[src/logic/rifc_pkg.sv]
// constants, types and register map of the reader irq/fifo/command core
// assumes a 40 MHz system clock and a serial link sampled from pins
// ----------------------------------------------------------------------------
// Overview of operation
// - an interrupt event sets its status bit and raises the request pin
// - reading interrupt status clears all bits but those set in the clearing cycle, then drops the request pin if no unmasked bit is left
// - masked sources still set status but never raise the request pin
// - clear after read by oscillator tick, or first serial clock rise in target state
// - a 32-byte FIFO holds transmit bytes and received bytes
// - transmit water interrupt when bytes left fall below the level
// - receive water interrupt when bytes held exceed the receive level
// - one config bit for each direction picks one of two levels
// - FIFO status shows the count of bytes not yet read
// - receive write into a full FIFO sets overflow and drops the byte
// - set-default returns every register to reset value in any mode
// - clear aborts activity, empties FIFO, clears collision and interrupt state
// - transmit commands except the NFC ones accepted only while transmitter enable is set
// - NFC transmit first checks field against threshold; response n random 0 to 3
// - a detected collision skips sending and raises the NFC event
// - field held 65 us after NFC send, then off with end-of-transmit event
// - NFC transmit needs peer mode and running oscillator
// - mask-receive forces receive-active low and stops receive framing
// - unmask-receive drives receive-active high and restarts framing
// - mask and unmask accepted only while receiver enable is set
// - A/D convert stores the analog pin result within 42 us, oscillator needed
// - measure-RF converts amplitude in absolute mode; full scale gives E6
// - a command byte is mode bits 11 then six code bits, MSB first
// - command runs on the falling edge of its last serial clock
// ----------------------------------------------------------------------------
package rifc_pkg;
  localparam int          FIFO_DEPTH    = 32;
  localparam int          CNT_W         = 6;
  localparam int          CLK_MHZ       = 40;
  localparam int          FIELD_HOLD_US = 65;
  localparam int          FIELD_HOLD_CYC = FIELD_HOLD_US * CLK_MHZ;
  localparam int          ADC_TIME_US   = 42;
  localparam int          ADC_CYC       = ADC_TIME_US * CLK_MHZ;
  localparam int          CA_SLOT_CYC   = 8;
  // register index map
  localparam logic [5:0]  A_CTRL        = 6'h00;
  localparam logic [5:0]  A_CFG         = 6'h01;
  localparam logic [5:0]  A_IMASK       = 6'h02;
  localparam logic [5:0]  A_ISTAT       = 6'h03;
  localparam logic [5:0]  A_FSTAT       = 6'h04;
  localparam logic [5:0]  A_ADC         = 6'h05;
  localparam logic [5:0]  A_THR         = 6'h06;
  localparam logic [5:0]  A_COLL        = 6'h07;
  localparam logic [5:0]  A_STATE       = 6'h08;
  // interrupt bit positions
  localparam int          I_WATER = 0;
  localparam int          I_EOT   = 1;
  localparam int          I_EOR   = 2;
  localparam int          I_NFC   = 3;
  localparam int          I_ADC   = 4;
  localparam int          I_COLL  = 5;
  localparam int          I_OVF   = 6;
  localparam int          N_IRQ   = 7;
  // control bits
  localparam int          C_TX_EN  = 0;
  localparam int          C_RX_EN  = 1;
  localparam int          C_OSC_OK = 2;
  localparam int          C_NFC    = 3;
  localparam int          C_TGT    = 4;
  localparam int          CFG_RXW  = 0;
  localparam int          CFG_TXW  = 1;
  localparam logic [5:0]  RX_WL_LO = 6'h10;
  localparam logic [5:0]  RX_WL_HI = 6'h18;
  localparam logic [5:0]  TX_WL_LO = 6'h08;
  localparam logic [5:0]  TX_WL_HI = 6'h10;
  localparam logic [7:0]  ADC_FULL = 8'hE6;
  localparam logic [1:0]  MODE_CMD = 2'h3;
  // command codes
  localparam logic [5:0]  K_DEFAULT = 6'h01;
  localparam logic [5:0]  K_CLEAR   = 6'h02;
  localparam logic [5:0]  K_TX_CRC  = 6'h04;
  localparam logic [5:0]  K_TX_NCRC = 6'h05;
  localparam logic [5:0]  K_REQA    = 6'h06;
  localparam logic [5:0]  K_WUPA    = 6'h07;
  localparam logic [5:0]  K_NFC_INI = 6'h08;
  localparam logic [5:0]  K_NFC_RSP = 6'h09;
  localparam logic [5:0]  K_NFC_R0  = 6'h0A;
  localparam logic [5:0]  K_RX_MASK = 6'h10;
  localparam logic [5:0]  K_RX_UNM  = 6'h11;
  localparam logic [5:0]  K_ADC     = 6'h13;
  localparam logic [5:0]  K_RF_MEAS = 6'h14;

  typedef struct packed {
    logic       wr;
    logic       rd;
    logic [5:0] addr;
    logic [7:0] wdata;
  } rifc_bus_t;

  typedef struct packed {
    logic       valid;
    logic [7:0] data;
  } rifc_byte_t;
endpackage

[src/logic/rifc_core.sv]
// reader irq, FIFO and direct command core
// assumes the serial framer feeds register strobes on CLK; serial pins are raw
//
// The implementer's own choices: the address map and strobed register access.
`timescale 1ns/10ps
module rifc_core #(
  parameter int FIELD_HOLD = rifc_pkg::FIELD_HOLD_CYC,
  parameter int ADC_TIME   = rifc_pkg::ADC_CYC
) (
  input  wire logic              CLK,
  input  wire logic              RST_B,
  input  wire rifc_pkg::rifc_bus_t BUS,
  output logic [7:0]             RDATA,
  input  wire rifc_pkg::rifc_byte_t TXF_IN,
  input  wire logic              TXF_TAKE,
  output rifc_pkg::rifc_byte_t   TXF_OUT,
  input  wire rifc_pkg::rifc_byte_t RXF_IN,
  input  wire logic              SCLK,
  input  wire logic              SDATAI,
  input  wire logic              SERIAL_SELECT,
  input  wire logic              OSC_TICK,
  input  wire logic              TX_DONE,
  input  wire logic              RX_DONE,
  input  wire logic              RF_FIELD_SEEN,
  input  wire logic [7:0]        ADC_SAMPLE,
  output logic                   IRQ_REQUEST_PIN,
  output logic                   RX_ACTIVE,
  output logic                   TX_START,
  output logic                   FIELD_ON,
  output logic                   ADC_ABS_MODE
);
  // ----------------------------------------------------------------------------
  // pin synchronisers
  // ----------------------------------------------------------------------------
  logic [1:0] sclk_s_q, sdi_s_q, sel_s_q;
  logic       sclk_d1_q;
  always_ff @(posedge CLK)
  begin
    if (!RST_B)
    begin
      sclk_s_q  <= 2'h0;
      sdi_s_q   <= 2'h0;
      sel_s_q   <= 2'h0;
      sclk_d1_q <= 1'b0;
    end
    else
    begin
      sclk_s_q  <= {sclk_s_q[0], SCLK};
      sdi_s_q   <= {sdi_s_q[0], SDATAI};
      sel_s_q   <= {sel_s_q[0], SERIAL_SELECT};
      sclk_d1_q <= sclk_s_q[1];
    end
  end
  wire sclk_rise = sclk_s_q[1] & ~sclk_d1_q;
  wire sclk_fall = ~sclk_s_q[1] & sclk_d1_q;

  // ----------------------------------------------------------------------------
  // command byte capture, sampled on falling serial clock
  // ----------------------------------------------------------------------------
  logic [7:0] sh_q;
  logic [3:0] bit_cnt_q;
  logic       first_q;
  logic       cmd_v_q;
  logic [5:0] cmd_q;
  always_ff @(posedge CLK)
  begin
    if (!RST_B || !sel_s_q[1])
    begin
      sh_q      <= 8'h00;
      bit_cnt_q <= 4'h0;
      first_q   <= 1'b1;
      cmd_v_q   <= 1'b0;
      cmd_q     <= 6'h00;
    end
    else
    begin
      cmd_v_q <= 1'b0;
      if (sclk_fall && first_q)
      begin
        sh_q      <= {sh_q[6:0], sdi_s_q[1]};
        bit_cnt_q <= bit_cnt_q + 4'h1;
        if (bit_cnt_q == 4'h7)
        begin
          first_q <= 1'b0;
          // only the first byte after select carries the mode
          if (sh_q[6:5] == rifc_pkg::MODE_CMD)
          begin
            cmd_v_q <= 1'b1;
            cmd_q   <= {sh_q[4:0], sdi_s_q[1]};
          end
        end
      end
    end
  end

  // ----------------------------------------------------------------------------
  // registers
  // ----------------------------------------------------------------------------
  logic [7:0] ctrl_q, cfg_q, imask_q, thr_q, coll_q, adc_q;
  logic [rifc_pkg::N_IRQ-1:0] istat_q;
  logic       ovf_q;
  logic       clr_pend_q;
  logic       do_default, do_clear;
  logic [rifc_pkg::N_IRQ-1:0] ev;
  logic       tx_ok, rx_ok, osc_ok, nfc_ok;
  assign tx_ok  = ctrl_q[rifc_pkg::C_TX_EN];
  assign rx_ok  = ctrl_q[rifc_pkg::C_RX_EN];
  assign osc_ok = ctrl_q[rifc_pkg::C_OSC_OK];
  assign nfc_ok = ctrl_q[rifc_pkg::C_NFC] & osc_ok;
  assign do_default = cmd_v_q && cmd_q == rifc_pkg::K_DEFAULT;
  assign do_clear   = cmd_v_q && cmd_q == rifc_pkg::K_CLEAR;

  always_ff @(posedge CLK)
  begin
    if (!RST_B || do_default)
    begin
      ctrl_q  <= 8'h00;
      cfg_q   <= 8'h00;
      imask_q <= 8'h00;
      thr_q   <= 8'h00;
    end
    else if (BUS.wr)
    begin
      unique case (BUS.addr)
        rifc_pkg::A_CTRL:  ctrl_q  <= BUS.wdata;
        rifc_pkg::A_CFG:   cfg_q   <= BUS.wdata;
        rifc_pkg::A_IMASK: imask_q <= BUS.wdata;
        rifc_pkg::A_THR:   thr_q   <= BUS.wdata;
        default:           ctrl_q  <= ctrl_q;
      endcase
    end
  end

  // interrupt status: set wins over the deferred clear
  wire clr_now = clr_pend_q &&
                 (ctrl_q[rifc_pkg::C_TGT] ? sclk_rise : OSC_TICK);
  always_ff @(posedge CLK)
  begin
    if (!RST_B || do_default || do_clear)
      clr_pend_q <= 1'b0;
    else if (BUS.rd && BUS.addr == rifc_pkg::A_ISTAT)
      clr_pend_q <= 1'b1;
    else if (clr_now)
      clr_pend_q <= 1'b0;
  end
  always_ff @(posedge CLK)
  begin
    if (!RST_B || do_default || do_clear)
      istat_q <= '0;
    else if (clr_now)
      istat_q <= ev;
    else
      istat_q <= istat_q | ev;
  end
  always_ff @(posedge CLK)
  begin
    if (!RST_B)
      IRQ_REQUEST_PIN <= 1'b0;
    else
      IRQ_REQUEST_PIN <= |(istat_q & ~imask_q[rifc_pkg::N_IRQ-1:0]);
  end

  // ----------------------------------------------------------------------------
  // FIFO shared by both directions
  // ----------------------------------------------------------------------------
  logic [7:0]             mem [rifc_pkg::FIFO_DEPTH];
  logic [4:0]             wp_q, rp_q;
  logic [rifc_pkg::CNT_W-1:0] cnt_q;
  logic                   rx_mode_q;
  wire full  = cnt_q == rifc_pkg::CNT_W'(rifc_pkg::FIFO_DEPTH);
  wire rx_wr = RXF_IN.valid && RX_ACTIVE;
  wire wr_en = (TXF_IN.valid || rx_wr) && !full;
  wire rd_en = TXF_TAKE && cnt_q != '0;
  always_ff @(posedge CLK)
  begin
    if (wr_en)
      mem[wp_q] <= TXF_IN.valid ? TXF_IN.data : RXF_IN.data;
  end
  always_ff @(posedge CLK)
  begin
    if (!RST_B || do_default || do_clear)
    begin
      wp_q    <= 5'h00;
      rp_q    <= 5'h00;
      cnt_q   <= '0;
      TXF_OUT <= '0;
    end
    else
    begin
      if (wr_en)
        wp_q <= wp_q + 5'h01;
      if (rd_en)
        rp_q <= rp_q + 5'h01;
      cnt_q   <= cnt_q + (wr_en ? 6'h01 : 6'h00) - (rd_en ? 6'h01 : 6'h00);
      TXF_OUT <= '{valid: rd_en, data: mem[rp_q]};
    end
  end
  always_ff @(posedge CLK)
  begin
    if (!RST_B || do_default || do_clear)
      ovf_q <= 1'b0;
    else if (rx_wr && full)
      ovf_q <= 1'b1;
  end

  // water level, edge sensitive so one crossing gives one event
  logic [5:0] rx_wl, tx_wl;
  logic       water_q;
  assign rx_wl = cfg_q[rifc_pkg::CFG_RXW] ? rifc_pkg::RX_WL_HI : rifc_pkg::RX_WL_LO;
  assign tx_wl = cfg_q[rifc_pkg::CFG_TXW] ? rifc_pkg::TX_WL_HI : rifc_pkg::TX_WL_LO;
  logic       water;
  always_ff @(posedge CLK)
  begin
    if (!RST_B)
      water_q <= 1'b0;
    else
      water_q <= water;
  end

  // ----------------------------------------------------------------------------
  // command sequencer
  // ----------------------------------------------------------------------------
  typedef enum logic [2:0] {S_IDLE, S_CA, S_SEND, S_HOLD, S_ADC} rifc_st_t;
  rifc_st_t   st_q;
  logic [15:0] tmr_q;
  logic [1:0]  lfsr_n_q;
  logic [7:0]  lfsr_q;
  logic        meas_rf_q;
  logic        tx_busy;
  assign tx_busy = st_q == S_SEND;
  // transmit level only counts while bytes are leaving, receive level after the send
  assign water   = rx_mode_q ? (cnt_q > rx_wl) : (tx_busy && cnt_q < tx_wl);
  wire is_tx  = cmd_q inside {rifc_pkg::K_TX_CRC, rifc_pkg::K_TX_NCRC, rifc_pkg::K_REQA, rifc_pkg::K_WUPA};
  wire is_nfc = cmd_q inside {rifc_pkg::K_NFC_INI, rifc_pkg::K_NFC_RSP, rifc_pkg::K_NFC_R0};
  wire is_adc = cmd_q inside {rifc_pkg::K_ADC, rifc_pkg::K_RF_MEAS};
  wire go_tx  = cmd_v_q && is_tx && tx_ok && st_q == S_IDLE;
  wire go_nfc = cmd_v_q && is_nfc && nfc_ok && st_q == S_IDLE;
  wire go_adc = cmd_v_q && is_adc && osc_ok && st_q == S_IDLE;
  wire ca_hit = st_q == S_CA && RF_FIELD_SEEN && ADC_SAMPLE > thr_q;

  always_ff @(posedge CLK)
  begin
    if (!RST_B)
      lfsr_q <= 8'h01;
    else
      lfsr_q <= {lfsr_q[6:0], lfsr_q[7] ^ lfsr_q[5] ^ lfsr_q[4] ^ lfsr_q[3]};
  end

  always_ff @(posedge CLK)
  begin
    if (!RST_B || do_default || do_clear)
    begin
      st_q      <= S_IDLE;
      tmr_q     <= 16'h0000;
      TX_START  <= 1'b0;
      FIELD_ON  <= 1'b0;
      rx_mode_q <= 1'b0;
      lfsr_n_q  <= 2'h0;
      meas_rf_q <= 1'b0;
    end
    else
    begin
      TX_START <= 1'b0;
      unique case (st_q)
        S_IDLE:
        begin
          if (go_tx)
          begin
            st_q      <= S_SEND;
            TX_START  <= 1'b1;
            rx_mode_q <= 1'b0;
          end
          else if (go_nfc)
          begin
            st_q     <= S_CA;
            lfsr_n_q <= (cmd_q == rifc_pkg::K_NFC_RSP) ? lfsr_q[1:0] : 2'h0;
            tmr_q    <= 16'h0000;
          end
          else if (go_adc)
          begin
            st_q      <= S_ADC;
            meas_rf_q <= cmd_q == rifc_pkg::K_RF_MEAS;
            tmr_q     <= 16'h0000;
          end
          else if (RX_DONE)
            rx_mode_q <= 1'b0;
        end
        S_CA:
        begin
          tmr_q <= tmr_q + 16'h0001;
          if (ca_hit)
            st_q <= S_IDLE;
          else if (tmr_q == 16'(rifc_pkg::CA_SLOT_CYC * (lfsr_n_q + 1)))
          begin
            st_q     <= S_SEND;
            FIELD_ON <= 1'b1;
            TX_START <= 1'b1;
          end
        end
        S_SEND:
        begin
          if (TX_DONE)
          begin
            rx_mode_q <= 1'b1;
            tmr_q     <= 16'h0000;
            st_q      <= FIELD_ON ? S_HOLD : S_IDLE;
          end
        end
        S_HOLD:
        begin
          tmr_q <= tmr_q + 16'h0001;
          if (tmr_q == 16'(FIELD_HOLD - 1))
          begin
            FIELD_ON <= 1'b0;
            st_q     <= S_IDLE;
          end
        end
        S_ADC:
        begin
          tmr_q <= tmr_q + 16'h0001;
          if (tmr_q == 16'(ADC_TIME - 1))
            st_q <= S_IDLE;
        end
        default: st_q <= S_IDLE;
      endcase
    end
  end
  always_ff @(posedge CLK)
  begin
    if (!RST_B || do_default)
      ADC_ABS_MODE <= 1'b0;
    else
      ADC_ABS_MODE <= (st_q == S_ADC) && meas_rf_q;
  end
  always_ff @(posedge CLK)
  begin
    if (!RST_B || do_default)
      adc_q <= 8'h00;
    else if (st_q == S_ADC && tmr_q == 16'(ADC_TIME - 1))
      adc_q <= ADC_SAMPLE;
  end
  always_ff @(posedge CLK)
  begin
    if (!RST_B || do_default || do_clear)
      coll_q <= 8'h00;
    else if (ca_hit)
      coll_q <= coll_q + 8'h01;
  end
  // receive path gate
  always_ff @(posedge CLK)
  begin
    if (!RST_B || do_default)
      RX_ACTIVE <= 1'b1;
    else if (cmd_v_q && rx_ok && cmd_q == rifc_pkg::K_RX_MASK)
      RX_ACTIVE <= 1'b0;
    else if (cmd_v_q && rx_ok && cmd_q == rifc_pkg::K_RX_UNM)
      RX_ACTIVE <= 1'b1;
  end

  // event vector
  always_comb
  begin
    ev                  = '0;
    ev[rifc_pkg::I_WATER] = water && !water_q;
    ev[rifc_pkg::I_EOT]   = (st_q == S_SEND && TX_DONE && !FIELD_ON) ||
                            (st_q == S_HOLD && tmr_q == 16'(FIELD_HOLD - 1));
    ev[rifc_pkg::I_EOR]   = RX_DONE;
    ev[rifc_pkg::I_NFC]   = ca_hit;
    ev[rifc_pkg::I_ADC]   = st_q == S_ADC && tmr_q == 16'(ADC_TIME - 1);
    ev[rifc_pkg::I_COLL]  = ca_hit;
    ev[rifc_pkg::I_OVF]   = rx_wr && full && !ovf_q;
  end

  // ----------------------------------------------------------------------------
  // read port, data one cycle after strobe
  // ----------------------------------------------------------------------------
  always_ff @(posedge CLK)
  begin
    if (!RST_B)
      RDATA <= 8'h00;
    else if (BUS.rd)
    begin
      unique case (BUS.addr)
        rifc_pkg::A_CTRL:  RDATA <= ctrl_q;
        rifc_pkg::A_CFG:   RDATA <= cfg_q;
        rifc_pkg::A_IMASK: RDATA <= imask_q;
        rifc_pkg::A_ISTAT: RDATA <= {1'b0, istat_q};
        rifc_pkg::A_FSTAT: RDATA <= {ovf_q, 1'b0, cnt_q};
        rifc_pkg::A_ADC:   RDATA <= adc_q;
        rifc_pkg::A_THR:   RDATA <= thr_q;
        rifc_pkg::A_COLL:  RDATA <= coll_q;
        rifc_pkg::A_STATE: RDATA <= {5'h00, RX_ACTIVE, FIELD_ON, rx_mode_q};
        default:           RDATA <= 8'h00;
      endcase
    end
  end

  // ----------------------------------------------------------------------------
  // checks
  // ----------------------------------------------------------------------------
  AST_IRQ_LEVEL: assert property (@(posedge CLK) disable iff (!RST_B)
    IRQ_REQUEST_PIN == |($past(istat_q) & ~$past(imask_q[rifc_pkg::N_IRQ-1:0])))
    else $error("request pin disagrees with unmasked status");
  AST_SET_STICKY: assert property (@(posedge CLK) disable iff (!RST_B)
    ev[rifc_pkg::I_EOR] && !do_clear && !do_default |=> istat_q[rifc_pkg::I_EOR])
    else $error("event did not set status");
  AST_CLEAR_AFTER_READ: assert property (@(posedge CLK) disable iff (!RST_B)
    clr_now && ev == '0 |=> istat_q == '0)
    else $error("status not cleared after read");
  AST_TX_GATE: assert property (@(posedge CLK) disable iff (!RST_B)
    cmd_v_q && is_tx && !tx_ok |=> !TX_START)
    else $error("transmit accepted while transmitter disabled");
  AST_OVF: assert property (@(posedge CLK) disable iff (!RST_B)
    rx_wr && full && !do_clear && !do_default |=>
      ovf_q && cnt_q == $past(cnt_q) - ($past(TXF_TAKE) ? 6'h01 : 6'h00))
    else $error("overflow not flagged");
  AST_HOLD_END: assert property (@(posedge CLK) disable iff (!RST_B)
    st_q == S_HOLD && tmr_q == 16'(FIELD_HOLD - 1) && !do_clear && !do_default |=>
      !FIELD_ON ##0 istat_q[rifc_pkg::I_EOT])
    else $error("field not dropped with end of transmit");
  AST_MASK_RX: assert property (@(posedge CLK) disable iff (!RST_B)
    cmd_v_q && rx_ok && cmd_q == rifc_pkg::K_RX_MASK |=> !RX_ACTIVE)
    else $error("receive not masked");
  AST_CLEAR_FIFO: assert property (@(posedge CLK) disable iff (!RST_B)
    do_clear |=> cnt_q == '0 && st_q == S_IDLE && istat_q == '0)
    else $error("clear left state behind");
endmodule

[config.mk]
export PLATFORM = sky130hd
export DESIGN_NAME = rifc_core
export DESIGN_NICKNAME = d
export VERILOG_FILES = /design/src/logic/rifc_pkg.sv /design/src/logic/rifc_core.sv
export SDC_FILE = /design/constraint.sdc
export NUM_CORES = 1
export LEC_CHECK = 0
export BUFFER_PORTS_ARGS = -buffer_cell sky130_fd_sc_hd__buf_2
export CORE_UTILIZATION = 30
export CTS_BUF_LIST = sky130_fd_sc_hd__clkbuf_8
export DETAILED_ROUTE_END_ITERATION = 10
export GPL_ROUTABILITY_DRIVEN = 0
export SYNTH_ARGS = -nofsm -noshare
export SYNTH_HDL_FRONTEND = slang
export SYNTH_SLANG_ARGS = --single-unit
export TNS_END_PERCENT = 100
[constraint.sdc]
create_clock -name CLK -period 3.49 [get_ports CLK]
set_input_delay 0.1745 -clock CLK [delete_from_list [all_inputs] [get_ports CLK]]
set_output_delay 0.1745 -clock CLK [all_outputs]
set_load 0.05 [all_outputs]
==> results of run 1 <==
## cell type report
class | instances | share of cell area (%)
Sequential cell | 409 | 54.5
Timing Repair Buffer | 119 | 4.14
Clock inverter | 35 | 1.27
Multi-Input combinational cell | 717 | 29.2
Tap cell | 748 | 4.74
Inverter | 38 | 0.722
Clock buffer | 79 | 5.50
## layer usage
metal	track usage, %	part of all wire [%]	vias up
met5	0	0	-
met4	4.16	2.0	0
met2	22.3	47	359
li1	-	-	4865
met3	2.97	5.9	69
met1	18.9	45	5212
## tightest hold or removal path: stages
cell	delay, ns
buf_2	0.09
inv_1	0.05
o221ai_1	0.20
a21oi_1	0.08
## timing repair
action                                  4_1_cts  5_1_grt
hold endpoints to repair                     57        0
gates resized for setup                       0        0
hold buffers                                 28        0
endpoints found under the setup margin        0        0
## stage by stage
step | area [um2] | cells | hold WS [ns]
after floorplan | 16900 | 1220 | 0.292
after global placement | 18100 | 2003 | 0.416
after detailed placement | 18100 | 2003 | 0.420
after CTS | 19800 | 2145 | 0.00790
after global routing | 19800 | 2145 | 0.0547
final | 19800 | 2145 | 0.0559
## worst paths after layout
check / start / end / slack (ns) / cells past startpoint
max: BUS[12] / RDATA[2]$_SDFFE_PN0P_ / 0.73 / 9
min: OSC_TICK / clr_pend_q$_SDFFE_PP0P_ / 0.06 / 4
max reg2reg: cnt_q[2]$_SDFF_PP0_ / cnt_q[4]$_SDFF_PP0_ / 0.82 / 16
min reg2reg: sel_s_q[0]$_SDFF_PN0_ / sel_s_q[1]$_SDFF_PN0_ / 0.44 / 1
## state kept, by name (all words and copies together), names as in the netlist, 2 cells and up
name,count
wp_q,5
ctrl_q,8
lfsr_q,8
lfsr_n_q,2
cmd_q,6
imask_q,8
mem,256
thr_q,8
TXF_OUT,9
sel_s_q,2
istat_q,7
rp_q,5
coll_q,8
sclk_s_q,2
sh_q,7
tmr_q,16
adc_q,8
cnt_q,6
st_q,3
RDATA,8
sdi_s_q,2
bit_cnt_q,4
cfg_q,8
## cells in the mapped netlist (3+ instances only)
cell type | instances | area share [%]
a21boi_0 | 3 | 0.13
a21oi_1 | 63 | 1.9
a221oi_1 | 8 | 0.42
a222oi_1 | 6 | 0.36
a22o_1 | 3 | 0.16
a22oi_1 | 18 | 0.80
a31oi_1 | 10 | 0.37
and2_1 | 22 | 0.82
and3_1 | 5 | 0.19
buf_1 | 5 | 0.11
buf_2 | 5 | 0.15
clkbuf_1 | 45 | 1.0
dfxtp_1 | 153 | 18
edfxtp_1 | 256 | 46
ha_1 | 30 | 2.2
inv_1 | 38 | 0.85
mux2_2 | 8 | 0.53
mux2i_1 | 24 | 1.4
mux4_2 | 80 | 11
nand2_1 | 89 | 2.0
nand2b_1 | 7 | 0.26
nand3_1 | 52 | 1.5
nand3b_1 | 10 | 0.45
nand4_1 | 18 | 0.67
nand4b_1 | 4 | 0.21
nor2_1 | 124 | 2.8
nor2b_1 | 8 | 0.30
nor3_1 | 7 | 0.21
nor3b_1 | 5 | 0.22
nor4_1 | 9 | 0.33
o21a_1 | 8 | 0.36
o21ai_0 | 9 | 0.27
or3_1 | 4 | 0.15
or4_1 | 4 | 0.18
xnor2_1 | 16 | 0.83
xor2_1 | 26 | 1.4
## logic make-up after synthesis
kind of cell	after synthesis	share of synthesized area [%]
multiplexers	112	12.6
AND/OR/NAND/NOR	383	11.1
AO/OA/AOI/OAI	149	5.78
flip-flops	409	63.8
buffers and inverters	94	2.17
XOR/XNOR	42	2.18
adder cells (fa/ha/maj)	31	2.34
## power by group
part | total, W | leakage (nW) | internal (W) | switching [W]
clock | 0.00419 | 0.751 | 0.00229 | 0.00190
combinational | 0.00197 | 2.27 | 0.000917 | 0.00105
sequential | 0.00556 | 3.55 | 0.00535 | 0.000203
==> results.toml, run 1 <==
[synth]
yosysWarningCount = 0
synth-main-ff-cell = "edfxtp_1"
synth_cell_type_count = 64
ys_seq_area_share_pct = 63.8
ys_async_sr_fraction_pct = 0
netlist_instances = 1220
netlist_area_um2 = 16900
synth-edff-count = 256
avgSynthCellArea_um2 = 13.8
synth_nets = 1303
ys_ff_latch = 409

[routing]
drtIter0Drc = 961
wl_per_cell_um = 18.3
first_pass_iters = 5
wirelength_um = 39200
post_drt_via_cell_ratio = 4.90
vias = 10500
ant_nets = 0
route.detailed.drc = 0

[pwr]
p_leak_nw = 6.57
p_per_area_nw_per_um2 = 593
peakVddDrop_v = 0.000372
p_total_w = 0.0117

[finish]
fin_nets = 1434
final_common_cell = "edfxtp_1"
multi_input_area_um2 = 5760
drive_gt1_share_pct = 20.8
seq_area_um2 = 10800
areaGrowthSynthToFinish_pct = 17.1
final_util_pct = 35.7
final_cell_mix = "edfxtp_1 (256), dfxtp_1 (151), nor2_1 (124)"
fill_cells = 5355
n_antenna_cell = 0

[sta]
slew_viol_final = 0
fin_crit_ns = 2.76
setup_ws_ns = 0.731
rsz0062_at_grt = "false"
fin_skew_ns = 0.0334
fmax_ghz = 0.362
worst_pin_slew_ns = 0.914
totalNegativeSetupSlack_ns = 0
slew_headroom_pct = 39.0
setup-violations-final = 0
min_period_over_period_pct = 79.1
hold_violations = 0

[clock_tree]
path_clk_slew_ns = 0.06
cts_htree_levels = 3
root_buffer = "clkbuf_8"
clkLatencyLatePin_ns = 0.62
cts_sinks = 409
clockBufferDepth = 3
tritoncts = "built"
cts_setup_buffers = 0
cts_buffers = 66

[critical_path]
cp_slowest_stage_delay_ns = 0.67
cp_max_fo = 8
startpoint_type = "input pin"
cpLargestDelayFamily = "simple AND/OR/NAND/NOR gates"
cp.arrival_ns = 3.30
cp_slowest_cell = "or4b_2"
endpoint_kind = "flop"
crit_top_cell = "dlygate4sd3_1"
path_buf_inv = 3
crit_type = "in -> reg"
crit_path_cell_trace = "dlygate4sd3_1 -> buf_2 -> or4b_2 -> nor2_1 -> a22oi_1 -> nand3_1 -> a221oi_1 -> o21ai_0 -> dlygate4sd3_1"
cp_data_required_time_ns = 4.03

[floorplan]
die_h_um = 239
start_util_pct = 30.5
rows = 86
die_w_um = 239
core_area_um2 = 55300
die_area_um2 = 57200
ios = 74

[global_route]
grt_pass1_vias = 10500
grt_usage_pct = 13.9
antenna_found_initial = 0
grt_pass1_wl_um = 61100
grt_max_degree = 53
grt_overflow = 0

[job]
maxCapViolCount = 0

[placed_design]
port_buffers = 73
place_ws_ns = 0.842
dpl.hpwl_um = 26100

[outcome]
status = "complete, no violations"

[min_path]
hold_class = "in -> reg"
No activity file was read; power rests on OpenSTA's default activity.
==> run 2, diff against run 1 <==
Clock period 3.49 ns to 2.82 ns, I/O delays scaled along.
==> results.toml, run 2 (synthesis results as in run 1) <==
[routing]
route.detailed.drc = 0
post_drt_via_cell_ratio = 4.84
vias = 10600
ant_nets = 0
wl_per_cell_um = 18.0
drtIter0Drc = 959
wirelength_um = 39500
first_pass_iters = 7

[critical_path]
cp.arrival_ns = 3.04
crit_type = "reg -> reg"
crit_path_cell_trace = "inv_1 -> ha_1 -> a31oi_1 -> inv_1 -> ha_1 -> inv_1 -> ha_1 -> inv_1 -> fa_1 -> inv_1 -> a21oi_1 -> nor2_1 -> nor2_1 -> xor2_1 -> nor2_1"
r2r-start = "cnt_q[2]$_SDFF_PP0_"
startpoint = "cnt_q[2]$_SDFF_PP0_"
endpoint_kind = "flop"
startpoint_type = "flop"
cp_slowest_stage_delay_ns = 0.40
cp_max_fo = 4
cp_data_required_time_ns = 3.31
crit_top_cell = "inv_1"
cp_slowest_cell = "dfxtp_1"

[global_route]
grt_max_degree = 48
grt_pass1_vias = 10600
grt_overflow = 0
grt_pass1_wl_um = 61200
grt_usage_pct = 13.9
antenna_found_initial = 1

[sta]
totalNegativeSetupSlack_ns = 0
hold_slack_ns = 0.108
slew_viol_final = 0
min_period_over_period_pct = 90.5
setup-violations-final = 0
fin_crit_ns = 2.55
worst_pin_slew_ns = 1.02
fmax_ghz = 0.392
fin_skew_ns = 0.0371
hold_violations = 0
rsz0062_at_grt = "false"
slew_headroom_pct = 32.2

[finish]
regMostFlops = "mem"
areaGrowthSynthToFinish_pct = 19.2
fin_nets = 1477
final_util_pct = 36.3
largest_reg_flops = 256
final_cell_mix = "edfxtp_1 (256), dfxtp_1 (151), nor2_1 (124)"
n_antenna_cell = 0
final_common_cell = "edfxtp_1"
design_area_um2 = 20100
drive_gt1_share_pct = 22.8
reg.largest.list = "mem x256, tmr_q x16, TXF_OUT x9"
layout.cells.non_filler = 2194

[floorplan]
ios = 74
die_h_um = 239
core_area_um2 = 55300
die_area_um2 = 57200
start_util_pct = 30.5
rows = 86
die_w_um = 239

[clock_tree]
cts_htree_levels = 3
clkLatencyLatePin_ns = 0.63
path_clk_slew_ns = 0.06
tritoncts = "built"
cts_buffers = 66
cts_sinks = 409
cts_setup_buffers = 0
root_buffer = "clkbuf_8"
clockBufferDepth = 3

[placed_design]
dp_cells = 2045
dpl.hpwl_um = 26200
dpl_cell_area_um2 = 18500
port_buffers = 73

[job]
maxCapViolCount = 0

[pwr]
peakVddDrop_v = 0.000458
p_per_area_nw_per_um2 = 724
p_leak_nw = 6.81

[min_path]
hp-start = "BUS[15]"
hold_class = "in -> reg"

[outcome]
status = "complete, no violations"
[run 2: cell count changes in the layout (fill, tap and decap cells not counted)]
cell	before	now
inv_1	55	57
clkinv_1	3	9
buf_12	3	5
dlygate4sd3_1	28	29
clkinv_8	1	2
clkinv_2	7	6
inv_12	0	2
clkbuf_8	79	76
buf_4	15	55
bufinv_16	3	2
[run 2: area by class of cell]
type	count	area [um2]
clock buffer	76	1050
multi-input combinational	717	5760
clock inverter	44	295
inverter	38	143
tap	748	936
timing repair buffer	162	1170
sequential	409	10800
fill	5340	35200
[run 2: worst max-delay path, delay by kind of cell (launching register included)]
family | cells | cell delay, ns
fa+ha+maj | 4 | 1.07
compound gates | 2 | 0.28
simple gates | 3 | 0.18
buf+inv | 5 | 0.34
xor+xnor | 1 | 0.13
flops | 1 | 0.40
[run 2: timing repair]
action	4_1_cts	5_1_grt
hold buffers	29	0
resized for setup	0	0
endpoints found under the hold margin	57	0
[run 2: metal layers]
metal | global-route usage, % | part of all wire (%) | vias to the layer above
li1 | - | - | 4954
met2 | 22.3 | 47 | 352
met3 | 2.77 | 5.4 | 83
met5 | 0 | 0 | -
met4 | 4.72 | 2.5 | 0
met1 | 18.8 | 45 | 5219
[run 2: final timing paths]
kind / end / slack (ns) / depth (start not counted)
worst max-delay path: cnt_q[4]$_SDFF_PP0_ / 0.27 / 15
worst min-delay path: ctrl_q[6]$_SDFFE_PP0P_ / 0.11 / 3
worst max register to register: cnt_q[4]$_SDFF_PP0_ / 0.27 / 15
worst min register to register: lfsr_q[7]$_SDFF_PN0_ / 0.43 / 1
[run 2: through the flow]
step / total power [W] / worst slack (ns)
after global placement: 0.00947 / 0.331
after detailed placement: 0.00952 / 0.267
after global routing: 0.0152 / 0.0181
after CTS: 0.0147 / 0.248
final: 0.0146 / 0.269
after floorplan: 0.00864 / 0.0583
[run 2: where the power goes]
group / total, W / internal, W / switching [W] / leakage (nW)
Sequential: 0.00683 / 0.00662 / 0.000203 / 3.55
Clock: 0.00517 / 0.00270 / 0.00247 / 0.753
Combinational: 0.00256 / 0.00120 / 0.00136 / 2.50
Total: 0.0146 / 0.0105 / 0.00403 / 6.81
==> run 3, diff against run 2 <==
Settings changed: CAP_MARGIN from default to 20.
Clock period 2.82 ns to 2.2 ns, I/O delays scaled along.
==> results.toml, run 3 (synthesis results as in run 1) <==
[outcome]
status = "complete, no violations"

[sta]
slew_headroom_pct = 51.9
hold_slack_ns = 0.0941
fmax_ghz = 0.464
setup_ws_ns = 0.0469
fin_crit_ns = 2.15
slew_viol_final = 0
rsz0062_at_grt = "true"
setup-violations-final = 0
worst_pin_slew_ns = 0.722
min_period_over_period_pct = 97.9
hold_violations = 0
totalNegativeSetupSlack_ns = 0
fin_skew_ns = 0.0259

[clock_tree]
path_clk_slew_ns = 0.06
cts_buffers = 70
cts_sinks = 409
clkLatencyLatePin_ns = 0.64
tritoncts = "built"
clockBufferDepth = 3
cts_htree_levels = 3
root_buffer = "clkbuf_8"

[global_route]
grt_pass1_vias = 10900
grt_pass1_wl_um = 62900
busiest_layer = "met2"
grt_max_degree = 48
met2_usage_pct = 22.9
grt_use_met1_pct = 19.5
grt_usage_pct = 14.4
use_met3_pct = 3.49
grt_overflow = 0
antenna_found_initial = 1

[floorplan]
rows = 86
die_w_um = 239
ios = 74
die_h_um = 239
start_util_pct = 30.5
die_area_um2 = 57200
core_area_um2 = 55300

[finish]
final_cell_mix = "edfxtp_1 (256), dfxtp_1 (146), nor2_1 (123)"
areaGrowthSynthToFinish_pct = 23.1
regMostFlops = "mem"
fin_nets = 1532
largest_reg_flops = 256
n_antenna_cell = 0
drive_gt1_share_pct = 27.1
reg.largest.list = "mem x256, tmr_q x16, TXF_OUT x9"
fill_cells = 5286
final_common_cell = "edfxtp_1"
final_util_pct = 37.5

[routing]
wirelength_um = 40400
ant_nets = 0
route.detailed.drc = 0
vias = 10800
post_drt_via_cell_ratio = 4.81
first_pass_iters = 5
wl_per_cell_um = 18.0
drtIter0Drc = 962

[critical_path]
startpoint_type = "flop"
cp_max_fo = 3
r2r-start = "cnt_q[2]$_SDFF_PP0_"
reg2reg_depth = 15
cp.arrival_ns = 2.65
crit_type = "reg -> reg"
endpoint_kind = "flop"
cp_data_required_time_ns = 2.70
r2r_end = "cnt_q[4]$_SDFF_PP0_"
r2r_slack_ns = 0.05

[min_path]
min_to = "ctrl_q[7]$_SDFFE_PP0P_"
hp-start = "BUS[8]"
hold_depth = 5
hold_class = "in -> reg"

[placed_design]
place_ws_ns = -0.0751
dpl.hpwl_um = 26700
port_buffers = 73

[job]
maxCapViolCount = 0

[pwr]
peakVddDrop_v = 0.000687
p_per_area_nw_per_um2 = 935
p_leak_nw = 7.13
-- run 3: cell count changes in the layout (fill, tap and decap cells not counted), moves of 3 or more --
cell	previous run	this run
dfxtp_1	151	146
dfxtp_2	1	5
buf_12	5	10
dlygate4sd3_1	29	35
clkinv_1	9	6
ha_4	0	5
inv_1	57	52
clkbuf_8	76	82
buf_4	55	95
ha_1	30	25
inv_2	0	8
-- run 3: worst max-delay path, stage by stage (launching register included) --
cell     delay, ns
dfxtp_2       0.33
inv_2         0.05
ha_4          0.17
a31oi_4       0.17
inv_2         0.07
ha_4          0.23
inv_2         0.06
ha_4          0.12
inv_2         0.03
fa_2          0.36
inv_2         0.07
a21oi_2       0.05
nor2_1        0.09
nor2_1        0.06
xor2_1        0.12
nor2_1        0.05
-- run 3: worst max path at each step --
| stage | startpoint | endpoint |
|---|---|---|
| finish | cnt_q[2]$_SDFF_PP0_ | cnt_q[4]$_SDFF_PP0_ |
| global route | cnt_q[3]$_SDFF_PP0_ | cnt_q[4]$_SDFF_PP0_ |
| CTS | cnt_q[3]$_SDFF_PP0_ | cnt_q[4]$_SDFF_PP0_ |
| detailed placement | cnt_q[4]$_SDFF_PP0_ | cnt_q[4]$_SDFF_PP0_ |
| global placement | cnt_q[4]$_SDFF_PP0_ | cnt_q[4]$_SDFF_PP0_ |
| floorplan | cnt_q[4]$_SDFF_PP0_ | cnt_q[4]$_SDFF_PP0_ |
-- run 3: final cells by class --
type / count / area [um2] / area share, %
Sequential cell: 409 / 10800 / 51.9
Clock inverter: 41 / 273 / 1.31
Multi-Input combinational cell: 717 / 5880 / 28.3
Timing Repair Buffer: 213 / 1630 / 7.85
Clock buffer: 82 / 1130 / 5.44
Inverter: 38 / 143 / 0.687
Tap cell: 748 / 936 / 4.51
-- run 3: power breakdown --
part / internal [W] / leakage [nW] / switching [W]
clock: 0.00376 / 0.806 / 0.00311
combinational: 0.00186 / 2.78 / 0.00197
sequential: 0.00850 / 3.55 / 0.000199
-- run 3: timing repair --
item,in CTS,in global routing
hold endpoints to repair,62,0
hold buffers,35,0
resized for setup,17,5
setup buffers,2,1
endpoints found under the setup margin,2,9
pin swaps,8,5
-- run 3: routing by layer --
| metal | vias to the layer above | share of wire, % |
|---|---|---|
| met5 | - | 0 |
| li1 | 5076 | - |
| met4 | 0 | 1.6 |
| met1 | 5377 | 46 |
| met3 | 56 | 5.4 |
| met2 | 312 | 47 |
-- run 3: metrics by stage --
step | instances | power [W] | cell area, um2
after floorplan | 1220 | 0.0112 | 16900
after global placement | 2087 | 0.0125 | 18900
after detailed placement | 2087 | 0.0126 | 18900
after CTS | 2247 | 0.0196 | 20700
after global routing | 2248 | 0.0203 | 20800
final | 2248 | 0.0194 | 20800
